**config.mk**
```make
export PLATFORM = sky130hd
export DESIGN_NAME = cse_exec
export DESIGN_NICKNAME = d
export VERILOG_FILES = /design/src/cse_pkg.sv /design/src/cse_sub_flags.sv /design/src/cse_exec.sv
export SDC_FILE = /design/constraint.sdc
export NUM_CORES = 1
export LEC_CHECK = 0
export BUFFER_PORTS_ARGS = -buffer_cell sky130_fd_sc_hd__buf_2
export CORE_ASPECT_RATIO = 0.9
export CORE_MARGIN = 2
export CORE_UTILIZATION = 53
export CTS_CLUSTER_SIZE = 25
export DETAILED_ROUTE_END_ITERATION = 12
export PLACE_DENSITY = 0.86
export SLEW_MARGIN = 20
export SYNTH_ARGS = -nofsm -noshare
export SYNTH_HDL_FRONTEND = slang
export SYNTH_SLANG_ARGS = --single-unit
```
**constraint.sdc**
```tcl
create_clock -name i_mclk -period 5.7 [get_ports i_mclk]
set_clock_uncertainty 0.05 [all_clocks]
set_input_delay 0.855 -clock i_mclk [delete_from_list [all_inputs] [get_ports i_mclk]]
set_output_delay 0.855 -clock i_mclk [all_outputs]
set_load 0.05 [all_outputs]
```
**src/cse_pkg.sv**
```systemverilog
// constants, opcodes and flag layout for the compare and skip execution block
// assumes an 8-bit data path and a 16-bit word-addressed program counter
package cse_pkg;
	localparam int DATA_W = 8;
	localparam int PC_W = 16;
	localparam int BIT_SEL_W = 3;
	localparam int IO_ADDR_W = 5;
	// flag positions in the status byte
	localparam int FLAG_C = 0;
	localparam int FLAG_Z = 1;
	localparam int FLAG_N = 2;
	localparam int FLAG_V = 3;
	localparam int FLAG_H = 5;
	localparam int HALF_MSB = 3;
	localparam logic [7:0] STATUS_RESET = 8'h00;
	localparam logic [15:0] PC_RESET = 16'h0000;
	// program counter step for a fall-through instruction
	localparam logic [15:0] PC_STEP = 16'h0001;
	// cycles of a skip: not taken, over one word, over two words
	localparam logic [1:0] CYC_NO_SKIP = 2'h1;
	localparam logic [1:0] CYC_SKIP_ONE = 2'h2;
	localparam logic [1:0] CYC_SKIP_TWO = 2'h3;
	localparam logic [15:0] PC_SKIP_ONE = 16'h0002;
	localparam logic [15:0] PC_SKIP_TWO = 16'h0003;
	typedef enum logic [2:0] {
		CSE_OP_NONE,
		CSE_OP_CMP,
		CSE_OP_CMP_CARRY,
		CSE_OP_CMP_IMM,
		CSE_OP_SKIP_REG_LOW,
		CSE_OP_SKIP_REG_HIGH,
		CSE_OP_SKIP_IO_LOW,
		CSE_OP_SKIP_IO_HIGH
	} cse_op_type;
endpackage : cse_pkg

```
**src/cse_sub_flags.sv**
```systemverilog
// subtractor with flag outputs for the compare operations
// assumes purely combinational use inside one core cycle
`timescale 1ns/1ps
module cse_sub_flags #(
	parameter int WIDTH = cse_pkg::DATA_W
) (
	// operands
	input wire logic [WIDTH-1:0] i_minuend,
	input wire logic [WIDTH-1:0] i_subtrahend,
	input wire logic i_borrow_in,
	input wire logic i_chain_zero,
	// flags
	output logic o_zero,
	output logic o_negative,
	output logic o_overflow,
	output logic o_carry,
	output logic o_half
);
	logic [WIDTH:0] diff;
	logic [WIDTH-1:0] res;
	logic [WIDTH-1:0] bw;
	always_comb begin
		diff = {1'b0, i_minuend} - {1'b0, i_subtrahend} - {{WIDTH{1'b0}}, i_borrow_in};
		res = diff[WIDTH-1:0];
		// borrow vector: b = ~a&s | s&r | r&~a
		bw = (~i_minuend & i_subtrahend) | (i_subtrahend & res) | (res & ~i_minuend);
		// with a borrow in, zero can be kept or cleared but never newly set; with no borrow in it follows the result
		o_zero = (res == '0) && (i_chain_zero || !i_borrow_in);
		o_negative = res[WIDTH-1];
		o_overflow = (i_minuend[WIDTH-1] & ~i_subtrahend[WIDTH-1] & ~res[WIDTH-1])
			| (~i_minuend[WIDTH-1] & i_subtrahend[WIDTH-1] & res[WIDTH-1]);
		o_carry = bw[WIDTH-1];
		o_half = bw[cse_pkg::HALF_MSB];
	end
endmodule : cse_sub_flags

```
**src/cse_exec.sv**
```systemverilog
// compare and conditional-skip execution stage of an 8-bit core
// assumes the decoder presents one instruction per i_issue pulse with operands valid,
// and says whether the following instruction is two words long
// How it works
// - a register compare subtracts the second operand from the destination and sets Z N V C H in one cycle.
// - a compare with carry also subtracts the current carry and sets Z N V C H in one cycle.
// - a compare with immediate subtracts the encoded constant and sets Z N V C H in one cycle.
// - skip_on_reg_bit_low skips the next instruction when the chosen register bit is zero, flags untouched.
// - skip_on_reg_bit_high skips the next instruction when the chosen register bit is one, flags untouched.
// - skip_on_io_bit_low skips the next instruction when the chosen I/O bit is zero, flags untouched.
// - skip_on_io_bit_high skips the next instruction when the chosen I/O bit is one, flags untouched.
`timescale 1ns/1ps
module cse_exec #(
	parameter int DATA_W = cse_pkg::DATA_W,
	parameter int PC_W = cse_pkg::PC_W
) (
	// clock and reset
	input wire logic i_mclk,
	input wire logic i_rst_n,
	// instruction from the decoder
	input wire logic i_issue,
	input wire cse_pkg::cse_op_type i_op,
	input wire logic [DATA_W-1:0] i_dest_operand,
	input wire logic [DATA_W-1:0] i_second_operand,
	input wire logic [DATA_W-1:0] i_immediate,
	input wire logic [cse_pkg::BIT_SEL_W-1:0] i_bit_sel,
	input wire logic [cse_pkg::IO_ADDR_W-1:0] i_io_addr,
	input wire logic i_next_is_two_word,
	// i/o space read port
	input wire logic [DATA_W-1:0] i_io_rdata,
	output logic [cse_pkg::IO_ADDR_W-1:0] o_io_addr,
	// status flags
	output logic [7:0] o_status,
	// program counter
	output logic [PC_W-1:0] o_program_counter,
	output logic o_busy,
	output logic o_done,
	output logic o_skip_taken
);
	// stall states of a taken skip; the fourth code is never reached
	typedef enum logic [1:0] {
		ST_READY,
		ST_STALL_FIRST,
		ST_STALL_LAST
	} cse_state_type;

	logic [7:0] status_reg;
	logic [7:0] status_next;
	logic [PC_W-1:0] pc_reg;
	logic [PC_W-1:0] pc_next;
	cse_state_type state_reg;
	cse_state_type state_next;
	logic done_reg;
	logic skip_reg;
	logic f_z;
	logic f_n;
	logic f_v;
	logic f_c;
	logic f_h;
	logic [DATA_W-1:0] sub_b;
	logic borrow_in;
	logic is_cmp;
	logic is_skip;
	logic test_bit;
	logic skip_cond;
	logic start;
	logic take;
	logic [PC_W-1:0] advance;

	// the i/o address goes straight out so the read data is back in the issue cycle
	assign o_io_addr = i_io_addr;
	assign o_status = status_reg;
	assign o_program_counter = pc_reg;
	assign o_done = done_reg;
	assign o_skip_taken = skip_reg;
	assign o_busy = (state_reg != ST_READY);
	// issues while busy are ignored: the core stalls over a skipped slot
	assign start = i_issue && !o_busy;

	always_comb begin
		is_cmp = 1'b0;
		is_skip = 1'b0;
		sub_b = i_second_operand;
		borrow_in = 1'b0;
		test_bit = 1'b0;
		skip_cond = 1'b0;
		unique case (i_op)
			cse_pkg::CSE_OP_NONE: begin
			end
			cse_pkg::CSE_OP_CMP: begin
				is_cmp = 1'b1;
			end
			cse_pkg::CSE_OP_CMP_CARRY: begin
				is_cmp = 1'b1;
				borrow_in = status_reg[cse_pkg::FLAG_C];
			end
			cse_pkg::CSE_OP_CMP_IMM: begin
				is_cmp = 1'b1;
				sub_b = i_immediate;
			end
			cse_pkg::CSE_OP_SKIP_REG_LOW: begin
				is_skip = 1'b1;
				test_bit = i_second_operand[i_bit_sel];
				skip_cond = !test_bit;
			end
			cse_pkg::CSE_OP_SKIP_REG_HIGH: begin
				is_skip = 1'b1;
				test_bit = i_second_operand[i_bit_sel];
				skip_cond = test_bit;
			end
			cse_pkg::CSE_OP_SKIP_IO_LOW: begin
				is_skip = 1'b1;
				test_bit = i_io_rdata[i_bit_sel];
				skip_cond = !test_bit;
			end
			cse_pkg::CSE_OP_SKIP_IO_HIGH: begin
				is_skip = 1'b1;
				test_bit = i_io_rdata[i_bit_sel];
				skip_cond = test_bit;
			end
		endcase
	end

	cse_sub_flags #(
		.WIDTH(DATA_W)
	) u_sub (
		.i_minuend(i_dest_operand),
		.i_subtrahend(sub_b),
		.i_borrow_in(borrow_in),
		.i_chain_zero(status_reg[cse_pkg::FLAG_Z]),
		.o_zero(f_z),
		.o_negative(f_n),
		.o_overflow(f_v),
		.o_carry(f_c),
		.o_half(f_h)
	);

	// the difference is only used for flags; no register write port exists here
	always_comb begin
		status_next = status_reg;
		if (start && is_cmp) begin
			status_next[cse_pkg::FLAG_Z] = f_z;
			status_next[cse_pkg::FLAG_N] = f_n;
			status_next[cse_pkg::FLAG_V] = f_v;
			status_next[cse_pkg::FLAG_C] = f_c;
			status_next[cse_pkg::FLAG_H] = f_h;
		end
	end

	// pc moves at issue; a taken skip then stalls so the skipped slot is never fetched
	always_comb begin
		advance = PC_W'(cse_pkg::PC_STEP);
		if (is_skip && skip_cond) begin
			advance = i_next_is_two_word ? PC_W'(cse_pkg::PC_SKIP_TWO) : PC_W'(cse_pkg::PC_SKIP_ONE);
		end
		pc_next = pc_reg;
		if (start) begin
			pc_next = pc_reg + advance;
		end
	end

	assign take = start && is_skip && skip_cond;

	// the issue cycle is the first of the cost, so a taken skip adds one or two stall cycles
	always_comb begin
		state_next = state_reg;
		unique case (state_reg)
			ST_READY: begin
				if (take) begin
					state_next = i_next_is_two_word ? ST_STALL_FIRST : ST_STALL_LAST;
				end
			end
			ST_STALL_FIRST: begin
				state_next = ST_STALL_LAST;
			end
			ST_STALL_LAST: begin
				state_next = ST_READY;
			end
			default: begin
				state_next = ST_READY;
			end
		endcase
	end

	always_ff @(posedge i_mclk or negedge i_rst_n) begin
		if (!i_rst_n) begin
			status_reg <= cse_pkg::STATUS_RESET;
		end else begin
			status_reg <= status_next;
		end
	end

	always_ff @(posedge i_mclk or negedge i_rst_n) begin
		if (!i_rst_n) begin
			pc_reg <= PC_W'(cse_pkg::PC_RESET);
		end else begin
			pc_reg <= pc_next;
		end
	end

	always_ff @(posedge i_mclk or negedge i_rst_n) begin
		if (!i_rst_n) begin
			state_reg <= ST_READY;
		end else begin
			state_reg <= state_next;
		end
	end

	// done is high in the cycle after the last cycle of each instruction
	always_ff @(posedge i_mclk or negedge i_rst_n) begin
		if (!i_rst_n) begin
			done_reg <= 1'b0;
		end else begin
			done_reg <= (start && !take) || (state_reg == ST_STALL_LAST);
		end
	end

	// skip_taken holds the last verdict until the next accepted instruction; compares clear it
	always_ff @(posedge i_mclk or negedge i_rst_n) begin
		if (!i_rst_n) begin
			skip_reg <= 1'b0;
		end else begin
			if (start) begin
				skip_reg <= take;
			end
		end
	end
endmodule : cse_exec

```
# [Word-level counts from Yosys, hierarchy flattened]
# Index checks and enable logic that the tools add are counted.
[word_totals] ff_bits=25 latchBits=0 ramBits=0 rom_bits=0 inputBits=47 output_inout_bits=32 wordCells=66 n_memories=0
[op_classes] addsub=3 multipliers=0 div_mod_pow=0 order_cmp=1 eq_ne=10 n_shift=0 muxes=14 bitwise_logic=14 n_reduce_logical=19
[op_table] operator="$and 8x8->8" n=3
[op_table] operator="$add 16x16->16" n=1
[op_table] operator="$or 8x8->8" n=2
[op_table] operator="$eq 3x3->1 const B" n=4
[op_table] operator="$logic_not 8->1" n=1
[op_table] operator="$mux 8" n=1
[op_table] operator="$not 8->8" n=1
[op_table] operator="$sub 8x1->8" n=1
[op_table] operator="$sub 8x8->8" n=1
[op_table] operator="$logic_and 1x1->1" n=7
[op_table] operator="$bmux 1 s3" n=2
[op_table] operator="$eq 3x2->1 const B" n=2
[op_table] operator="$mux 1" n=6
[op_table] operator="$mux 2" n=3
[op_table] operator="$logic_not 1->1" n=5
[op_table] operator="$and 1x1->1" n=4
[op_table] operator="$lt 3x4->1 const B" n=1
[op_table] operator="$pmux 1 s4" n=1
[op_table] operator="$pmux 2 s2" n=1
[op_table] operator="$reduce_or 4->1" n=1
[op_table] operator="$eq 3x1->1 const B" n=1
[op_table] operator="$not 1->1" n=3
[op_table] operator="$reduce_or 3->1" n=1
[op_table] operator="$eq 2x1->1 const B" n=1
[op_table] operator="6 further kinds" n=7

# [Logic depth before layout (Yosys ltp)]
# Gate-level depths: netlist of the first run.
[logic_depth] word_depth=8 depth_mapped=12 ltp_nobuf=11

# [By module]
# From an unflattened synthesis of the first run, not the netlist that was laid out.
[unflattened] cells_unflattened=194 hier_area_um2=1978.1
[by_module_without_submodules] mod="cse_exec" n_inst=1 cells_per_inst=120 area_per_inst_um2=1421.4 seq_area_each_um2=625.6
[by_module_without_submodules] mod="cse_sub_flags" n_inst=1 cells_per_inst=74 area_per_inst_um2=556.8 seq_area_each_um2=0.0

# [Least setup slack after synthesis of the first run]
# Ideal clock, no wire load.
[synth_timing] path_kind="input-to-reg" from="input port i_op[2]" to="register status_reg[3] (netlist: o_status[3])" setup_time_ps=82 arrival_time_ps=3207 t_required_ps=5568 slack_ps=2361 cell_stages=10 path_buffers=0 path_cell_list="nand3b_1 mux2_1 fa_1 inv_1 ha_1 nand2_1 a21oi_1 o31a_1 or3b_1 a31oi_1"
[synth_via] elab_chain_cells=7 elab_cells_between_ends=17 cone_classes="add/sub (2); eq/ne (3); mux (3); bitwise (7); reduce/logical (2)"
[synth_rtl] element="start: declaration" line="cse_exec.sv:22" rtl="input wire cse_pkg::cse_op_type i_op,"
[synth_rtl] element="$eq 3x2->1" line="cse_exec.sv:87" rtl="unique case (i_op)"
[synth_rtl] element="$mux 8" line="cse_exec.sv:87"
[synth_rtl] element="$sub 8x8->8" line="cse_sub_flags.sv:23" rtl="diff = {1'b0, i_minuend} - {1'b0, i_subtrahend} - {{WIDTH{1'b0}}, i_borrow_in};"
[synth_rtl] element="$sub 8x1->8" line="cse_sub_flags.sv:23"
[synth_rtl] element="$not 1->1" line="cse_sub_flags.sv:30" rtl="o_overflow = (i_minuend[WIDTH-1] & ~i_subtrahend[WIDTH-1] & ~res[WIDTH-1])"
[synth_rtl] element="$and 1x1->1" line="cse_sub_flags.sv:30"
[synth_rtl] element="$or 1x1->1" line="cse_sub_flags.sv:31" rtl="| (~i_minuend[WIDTH-1] & i_subtrahend[WIDTH-1] & res[WIDTH-1]);"
[synth_rtl] element="end signal: assignment" line="cse_exec.sv:187" rtl="status_reg <= cse_pkg::STATUS_RESET;"
[synth_rtl] element="end signal: assignment" line="cse_exec.sv:189" rtl="status_reg <= status_next;"
[synth_rtl] element="end: declaration" line="cse_exec.sv:47" rtl="logic [7:0] status_reg;"
# Several ways; a longest one is shown, not always the timed one.
# A chain may end at the register's enable or synchronous reset.

# [Worst setup path after layout of the first run]
[layout_timing] from="input port i_op[2]" to="register status_reg[1] (netlist: o_status[1])"
[layout_via] elab_chain_cells=6 elab_cells_between_ends=14 cone_classes="add/sub (2); eq/ne (3); mux (3); reduce/logical (6)"
[layout_rtl] element="$eq 3x2->1" line="cse_exec.sv:87"
[layout_rtl] element="$mux 8" line="cse_exec.sv:87"
[layout_rtl] element="$sub 8x8->8" line="cse_sub_flags.sv:23"
[layout_rtl] element="$sub 8x1->8" line="cse_sub_flags.sv:23"
[layout_rtl] element="$logic_not 8->1" line="cse_sub_flags.sv:28" rtl="o_zero = (res == '0) && (i_chain_zero || !i_borrow_in);"
[layout_rtl] element="$logic_and 1x1->1" line="cse_sub_flags.sv:28"
# Several ways; a longest one is shown, not always the timed one.

==> results of run 1 <==
power by group:
group | switching [µW] | total [µW] | internal, µW
logic | 250 | 374 | 124
clock network | 54.0 | 103 | 49.4
registers | 38.2 | 252 | 214
critical path, cell delays in order:
cell	delay, ps
buf_2	130
nand3b_1	380
mux2_1	440
fa_1	430
inv_1	80
ha_1	230
nand2_1	100
a21oi_1	90
nor4_1	510
nor2_1	120
a32o_1	240
routing by layer:
metal  wire [µm]  vias to the layer above  share of wire (%)  GRT usage [%]
li1            -                      803                  -              -
met1        1810                      760                 44           27.0
met2        2110                       44                 51           38.3
met3         148                        8                3.6           2.88
met4          78                        0                1.9           5.71
met5           0                        -                  0              0
per-stage QoR:
step / instance area [µm²] / utilization [%] / instances / power [µW]
CTS: 2340 / 64.0 / 311 / 736
floorplan: 1990 / - / 207 / 544
detailed placement: 2290 / 62.7 / 307 / 629
global route: 2340 / 64.0 / 311 / 784
global placement: 2290 / 62.7 / 307 / 617
finish: 2340 / 64.0 / 311 / 730
cells in the mapped netlist, types with 2 or more instances:
cell,n
a21oi_1,6
dfrtp_1,25
mux4_2,2
nand4_1,5
a21o_1,2
fa_1,3
xor2_1,5
inv_1,27
buf_4,9
o22ai_1,3
and3_1,4
mux2i_1,9
a32o_1,2
nand2_1,10
nand3b_1,2
o21ai_0,3
nor2_1,16
mux2_2,6
nor4_1,3
nand2b_1,3
xnor2_1,18
a31oi_1,2
nand3_1,5
mux2_1,4
ha_1,16
nor3b_4,2
placed cells by master, fill, tap and decap left out, types with 2 or more instances in the layout:
master and count:
xnor2_1 18, nor4_1 3, a21oi_1 6, nand3b_1 2, mux4_2 2, fa_1 3, o21ai_0 3, nand2b_1 3
a21o_1 2, conb_1 3, and3_1 4, buf_2 65, mux2i_1 9, mux2_2 6, clkbuf_8 3, mux2_1 4
nor2_1 16, o22ai_1 3, nor3b_4 2, nand3_1 5, a31oi_1 2, nand4_1 5, ha_1 16, inv_1 27
nand2_1 10, xor2_1 5, a32o_1 2, dfrtp_1 25
worst max path at each step:
stage / depth (start not counted) / startpoint / slack, ps / endpoint
after floorplan: 10 / i_op[2] / 2360 / o_status[3]
after global placement: 11 / i_op[2] / 2090 / o_status[3]
after CTS: 11 / i_op[2] / 2230 / o_status[1]
final: 11 / i_op[2] / 2180 / o_status[1]
after detailed placement: 11 / i_op[2] / 1930 / o_status[1]
after global routing: 11 / i_op[2] / 2030 / o_status[1]
cells by family after synthesis:
group / Yosys count
AND/OR/NAND/NOR: 55
buffers and inverters: 38
flip-flops: 25
AO/OA/AOI/OAI: 23
XOR/XNOR: 23
multiplexers: 21
adder cells (fa/ha/maj): 19
other: 1
cell type report:
| type | count | area (µm²) |
|---|---|---|
| Clock buffer | 3 | 41.3 |
| Fill cell | 297 | 1310 |
| Multi-Input combinational cell | 144 | 1180 |
| Inverter | 27 | 101 |
| Sequential cell | 25 | 626 |
| Timing Repair Buffer | 65 | 325 |
| Clock inverter | 1 | 7.51 |
| Tap cell | 46 | 57.6 |
==> flow_summary.toml, run 1 <==
[clocking]
clk_pin_slew_worst_paths_ps = 90
clock_latency_ps = 260
holdBufCountCts = 0
cts_htree_levels = 1
cts_made_buffers = 3
cts_setup_buffers = 0
cts_sinks = 25
ctsResizeCount = 0
cts_tree = "yes"
clockBufferDepth = 2
root_buffer = "clkbuf_8"

[global_route]
grt_first_pass_wirelength_um = 6850
gr-total-overflow = 0
grt_pass1_vias = 1576
grtUsageTotal_pct = 21.3
grt_max_degree = 26
antenna_found_initial = 0

[synth]
synth_xor_area_share_pct = 10.2
synth_compound_area_share_pct = 7.89
synth_area_leaders = "dfrtp_1 32%, ha_1 10%, xnor2_1 8.0%"
synthCells = 205
seq_area_frac_synth_pct = 31.6
synth_simple_gate_area_share_pct = 15.3
ys.flop_type = "dfrtp_1"
ys_async_sr_fraction_pct = 100
netlist.area_leader.share_pct = 31.6
synth_edf_count = 0
syn_area_um2 = 1980
yosysTopAreaCell = "dfrtp_1"
avgSynthCellArea_um2 = 9.67
synth_top_family_by_area = "simple AND/OR/NAND/NOR gates"
ys_seq_elements = 25
synth.mux.area_fraction_pct = 12.5
yosysWarnings = 0
ys_types = 39
synthAdderAreaFrac_pct = 13.1

[worst_setup_path]
worst_r2r_path_depth = 10
path_max_fanout = 8
critical_path_class = "in -> reg"
crit_path_end_kind = "register"
required_ps = 5800
rrSetupSlack_ps = 3130
worstPathArrival_ps = 3630
timing.rr.start = "o_status[0]"
cp-start-kind = "input port"
r2r_end = "o_status[1]"

[min_path]
min_to = "o_program_counter[15]"
min_path_type = "reg -> reg"
min_path_cells = 1
hold_start = "o_program_counter[15]"

[pwr]
vdd_drop_max_mv = 0.200
p_per_area_nw_per_um2 = 312
p_leak_uw = 0.00122

[route]
num_vias = 1615
drc = 0
postRouteAntennaNets = 0
vias_per_cell = 5.19
drt_first_pass_iters = 4
routed_wirelength_um = 4150
wl_per_cell_um = 13.3
drt_iter0_drc = 91

[sta]
rsz0062_at_grt = "no"
setup_slack_ps = 2180
fmax_mhz = 284
period_needed_ps = 3520
finalCritPeriodShare_pct = 61.8
slew_viol_final = 0
fin_tns_setup_ps = 0
finalHoldViolations = 0
relSlewSlack_pct = 58.5
setup_viol_count_final = 0
hold_ws_ps = 421
worst_pin_slew_ps = 616

[die]
initial_core_util_pct = 54.3
fp.dieArea_um2 = 4250
rows = 21
boundaryPins = 79
die_h_um = 62.0
fp.dieW_um = 68.5
design.core.area_um2 = 3650

[job]
maxCapViolations = 0

[layout]
drive_above_1_share_pct = 30.6
largest_reg_flops = 16
nNetsFinal = 332
area_growth_syn_to_layout_pct = 18.0
n_antenna_cell = 0

[place]
pre_cts_ws_ps = 1930
port_buffers = 65
gp_congestion = 0.910
dp_hpwl_um = 3480

[run_status]
status = "finished, final reports clean"
Power figures use the tool's default switching activity.
==> run 2: changes to the inputs <==
--- a/config.mk
+++ b/config.mk
@@ -5,13 +5,14 @@
 export SDC_FILE = /design/constraint.sdc
 export NUM_CORES = 1
 export LEC_CHECK = 0
+export ABC_AREA = 1
 export BUFFER_PORTS_ARGS = -buffer_cell sky130_fd_sc_hd__buf_2
 export CORE_ASPECT_RATIO = 0.9
 export CORE_MARGIN = 2
-export CORE_UTILIZATION = 53
+export CORE_UTILIZATION = 45
 export CTS_CLUSTER_SIZE = 25
 export DETAILED_ROUTE_END_ITERATION = 12
-export PLACE_DENSITY = 0.86
+export PLACE_DENSITY = 0.76
 export SLEW_MARGIN = 20
 export SYNTH_ARGS = -nofsm -noshare
 export SYNTH_HDL_FRONTEND = slang
==> constraint.sdc (replaced) <==
create_clock -name i_mclk -period 3 [get_ports i_mclk]
set_clock_uncertainty 0.05 [all_clocks]
set_input_delay 0.45 -clock i_mclk [delete_from_list [all_inputs] [get_ports i_mclk]]
set_output_delay 0.45 -clock i_mclk [all_outputs]
set_load 0.05 [all_outputs]
==> flow_summary.toml, run 2 <==
[run_status]
status = "finished, final reports clean"

[clocking]
cts_setup_buffers = 0
holdBufCountCts = 0
cts_htree_levels = 1
cts_made_buffers = 3
root_buffer = "clkbuf_8"
cts_tree = "yes"
clk_pin_slew_worst_paths_ps = 90
ctsResizeCount = 0
cts_sinks = 25
clockBufferDepth = 2
clock_latency_ps = 270

[synth]
synth_area_leaders = "dfrtp_1 28%, nand2_1 15%, inv_1 11%"
ys_async_sr_fraction_pct = 100
seq_area_frac_synth_pct = 28.5
yosysWarnings = 0
netlist.area_leader.share_pct = 28.5
avgSynthCellArea_um2 = 7.07
ys_top_cells_by_count = "85 x nand2_1, 63 x inv_1, 25 x dfrtp_1, 24 x nand3_1, 22 x nor2_1"
ys_types = 31
ys.flop_type = "dfrtp_1"
synth_edf_count = 0
yosysMostFrequentCell = "nand2_1"
yosysTopAreaCell = "dfrtp_1"
synthCells = 311
ys_seq_elements = 25
syn_area_um2 = 2200

[worst_setup_path]
critPathMaxStageDelay_ps = 270
worst_r2r_path_depth = 10
cp-start-kind = "input port"
rrSetupSlack_ps = 750
crit_chain = "buf_2 -> inv_1 -> nand3_1 -> buf_4 -> a21oi_1 -> ha_1 -> inv_1 -> ha_1 -> nand2_1 -> nor2_1 -> nand2_1 -> nand3_1 -> nand2_1 -> nand3_1 -> o211ai_1"
cp_slowest_cell = "ha_1"
crit_path_end_kind = "register"
required_ps = 3140
timing.rr.start = "o_status[0]"
r2r_end = "o_status[1]"
path_max_fanout = 10
critical_path_class = "in -> reg"
worstPathArrival_ps = 2650

[sta]
rsz0062_at_grt = "no"
relSlewSlack_pct = 63.3
finalCritPeriodShare_pct = 83.8
slew_viol_final = 0
fin_tns_setup_ps = 0
setup_viol_count_final = 0
period_needed_ps = 2510
fmax_mhz = 398
finalHoldViolations = 0
worst_pin_slew_ps = 547

[place]
port_buffers = 65
gp_congestion = 0.897
dp_hpwl_um = 3890

[layout]
area_growth_syn_to_layout_pct = 17.8
n_antenna_cell = 0
fin_util_pct = 54.2
largest_reg_flops = 16
nNetsFinal = 439
final_cell_mix = "85 x nand2_1, 65 x buf_2, 63 x inv_1"
mostFrequentLayoutCell = "nand2_1"
drive_above_1_share_pct = 23.7

[die]
rows = 24
die_h_um = 70.3
initial_core_util_pct = 46.0
fp.dieW_um = 77.7
boundaryPins = 79
fp.dieArea_um2 = 5460
design.core.area_um2 = 4770

[route]
drc = 0
postRouteAntennaNets = 0
drt_iter0_drc = 56
drt_first_pass_iters = 4
num_vias = 2010
wl_per_cell_um = 10.5
vias_per_cell = 4.60
routed_wirelength_um = 4600

[global_route]
grt_max_degree = 26
antenna_found_initial = 0
grtUsageTotal_pct = 18.2
grt_pass1_vias = 1985
gr-total-overflow = 0
grt_first_pass_wirelength_um = 8260

[job]
maxCapViolations = 0

[pwr]
p_total_uw = 1430
p_leak_uw = 0.00157
p_per_area_nw_per_um2 = 553
vdd_drop_max_mv = 0.443

[min_path]
min_path_type = "in -> async"
## run 2: cell count changes after synthesis, sizes merged, moves of 4 or more
| cell | before | now |
|---|---|---|
| inv | 27 | 65 |
| nor3 | 0 | 6 |
| xnor2 | 18 | 8 |
| mux2 | 10 | 0 |
| nand2 | 10 | 89 |
| nand3 | 5 | 26 |
| and3 | 4 | 0 |
| o22ai | 4 | 0 |
| mux2i | 9 | 0 |
| nor2 | 16 | 28 |
## run 2: power breakdown
group / switching [µW] / internal [µW]
Clock: 108 / 94.1
Combinational: 534 / 221
Sequential: 66.7 / 409
## run 2: final cells by class
class	count	area [µm²]
Clock buffer	3	41.3
Clock inverter	1	7.51
Fill cell	469	2180
Inverter	65	249
Multi-Input combinational cell	212	1250
Sequential cell	25	626
Tap cell	65	81.3
Timing Repair Buffer	66	333
## run 2: cell families after synthesis
family          synth area share, %
simple gates                   33.5
buf+inv                        14.9
flops                          28.5
fa+ha+maj                      11.8
compound gates                 4.78
xor+xnor                       6.37
other cells                   0.171
## run 2: worst max path at each step
stage                     depth (start not counted)    startpoint               endpoint  slack [ps]
after floorplan                                  14       i_op[2]            o_status[1]         400
after global placement                           20  i_bit_sel[0]  o_program_counter[14]         280
after detailed placement                         14       i_op[2]            o_status[1]         200
after CTS                                        14       i_op[2]            o_status[1]         500
after global routing                             16       i_op[2]            o_status[0]         210
final                                            15       i_op[2]            o_status[0]         490
## run 2: stage by stage
step | cells | setup WS, ps | area [µm²] | hold slack [ps]
4_1_cts | 437 | 498 | 2590 | 122
2_1_floorplan | 313 | 402 | 2210 | 104
6_report | 437 | 486 | 2590 | 102
3_3_place_gp | 433 | 278 | 2540 | 406
3_5_place_dp | 433 | 202 | 2540 | 411
5_1_grt | 437 | 212 | 2590 | 150
## run 2: per-layer routing
metal / GRT usage [%] / share of wire, %
met4: 4.76 / 1.6
met2: 32.7 / 51
met3: 1.81 / 3.0
met1: 23.3 / 45
met5: 0 / 0
## run 2: critical path: cells and delay by family
| kind | cells | cell delay (ps) |
|---|---|---|
| AO/OA/AOI/OAI | 2 | 430 |
| adder cells (fa/ha/maj) | 2 | 520 |
| buffers and inverters | 4 | 520 |
| AND/OR/NAND/NOR | 7 | 730 |
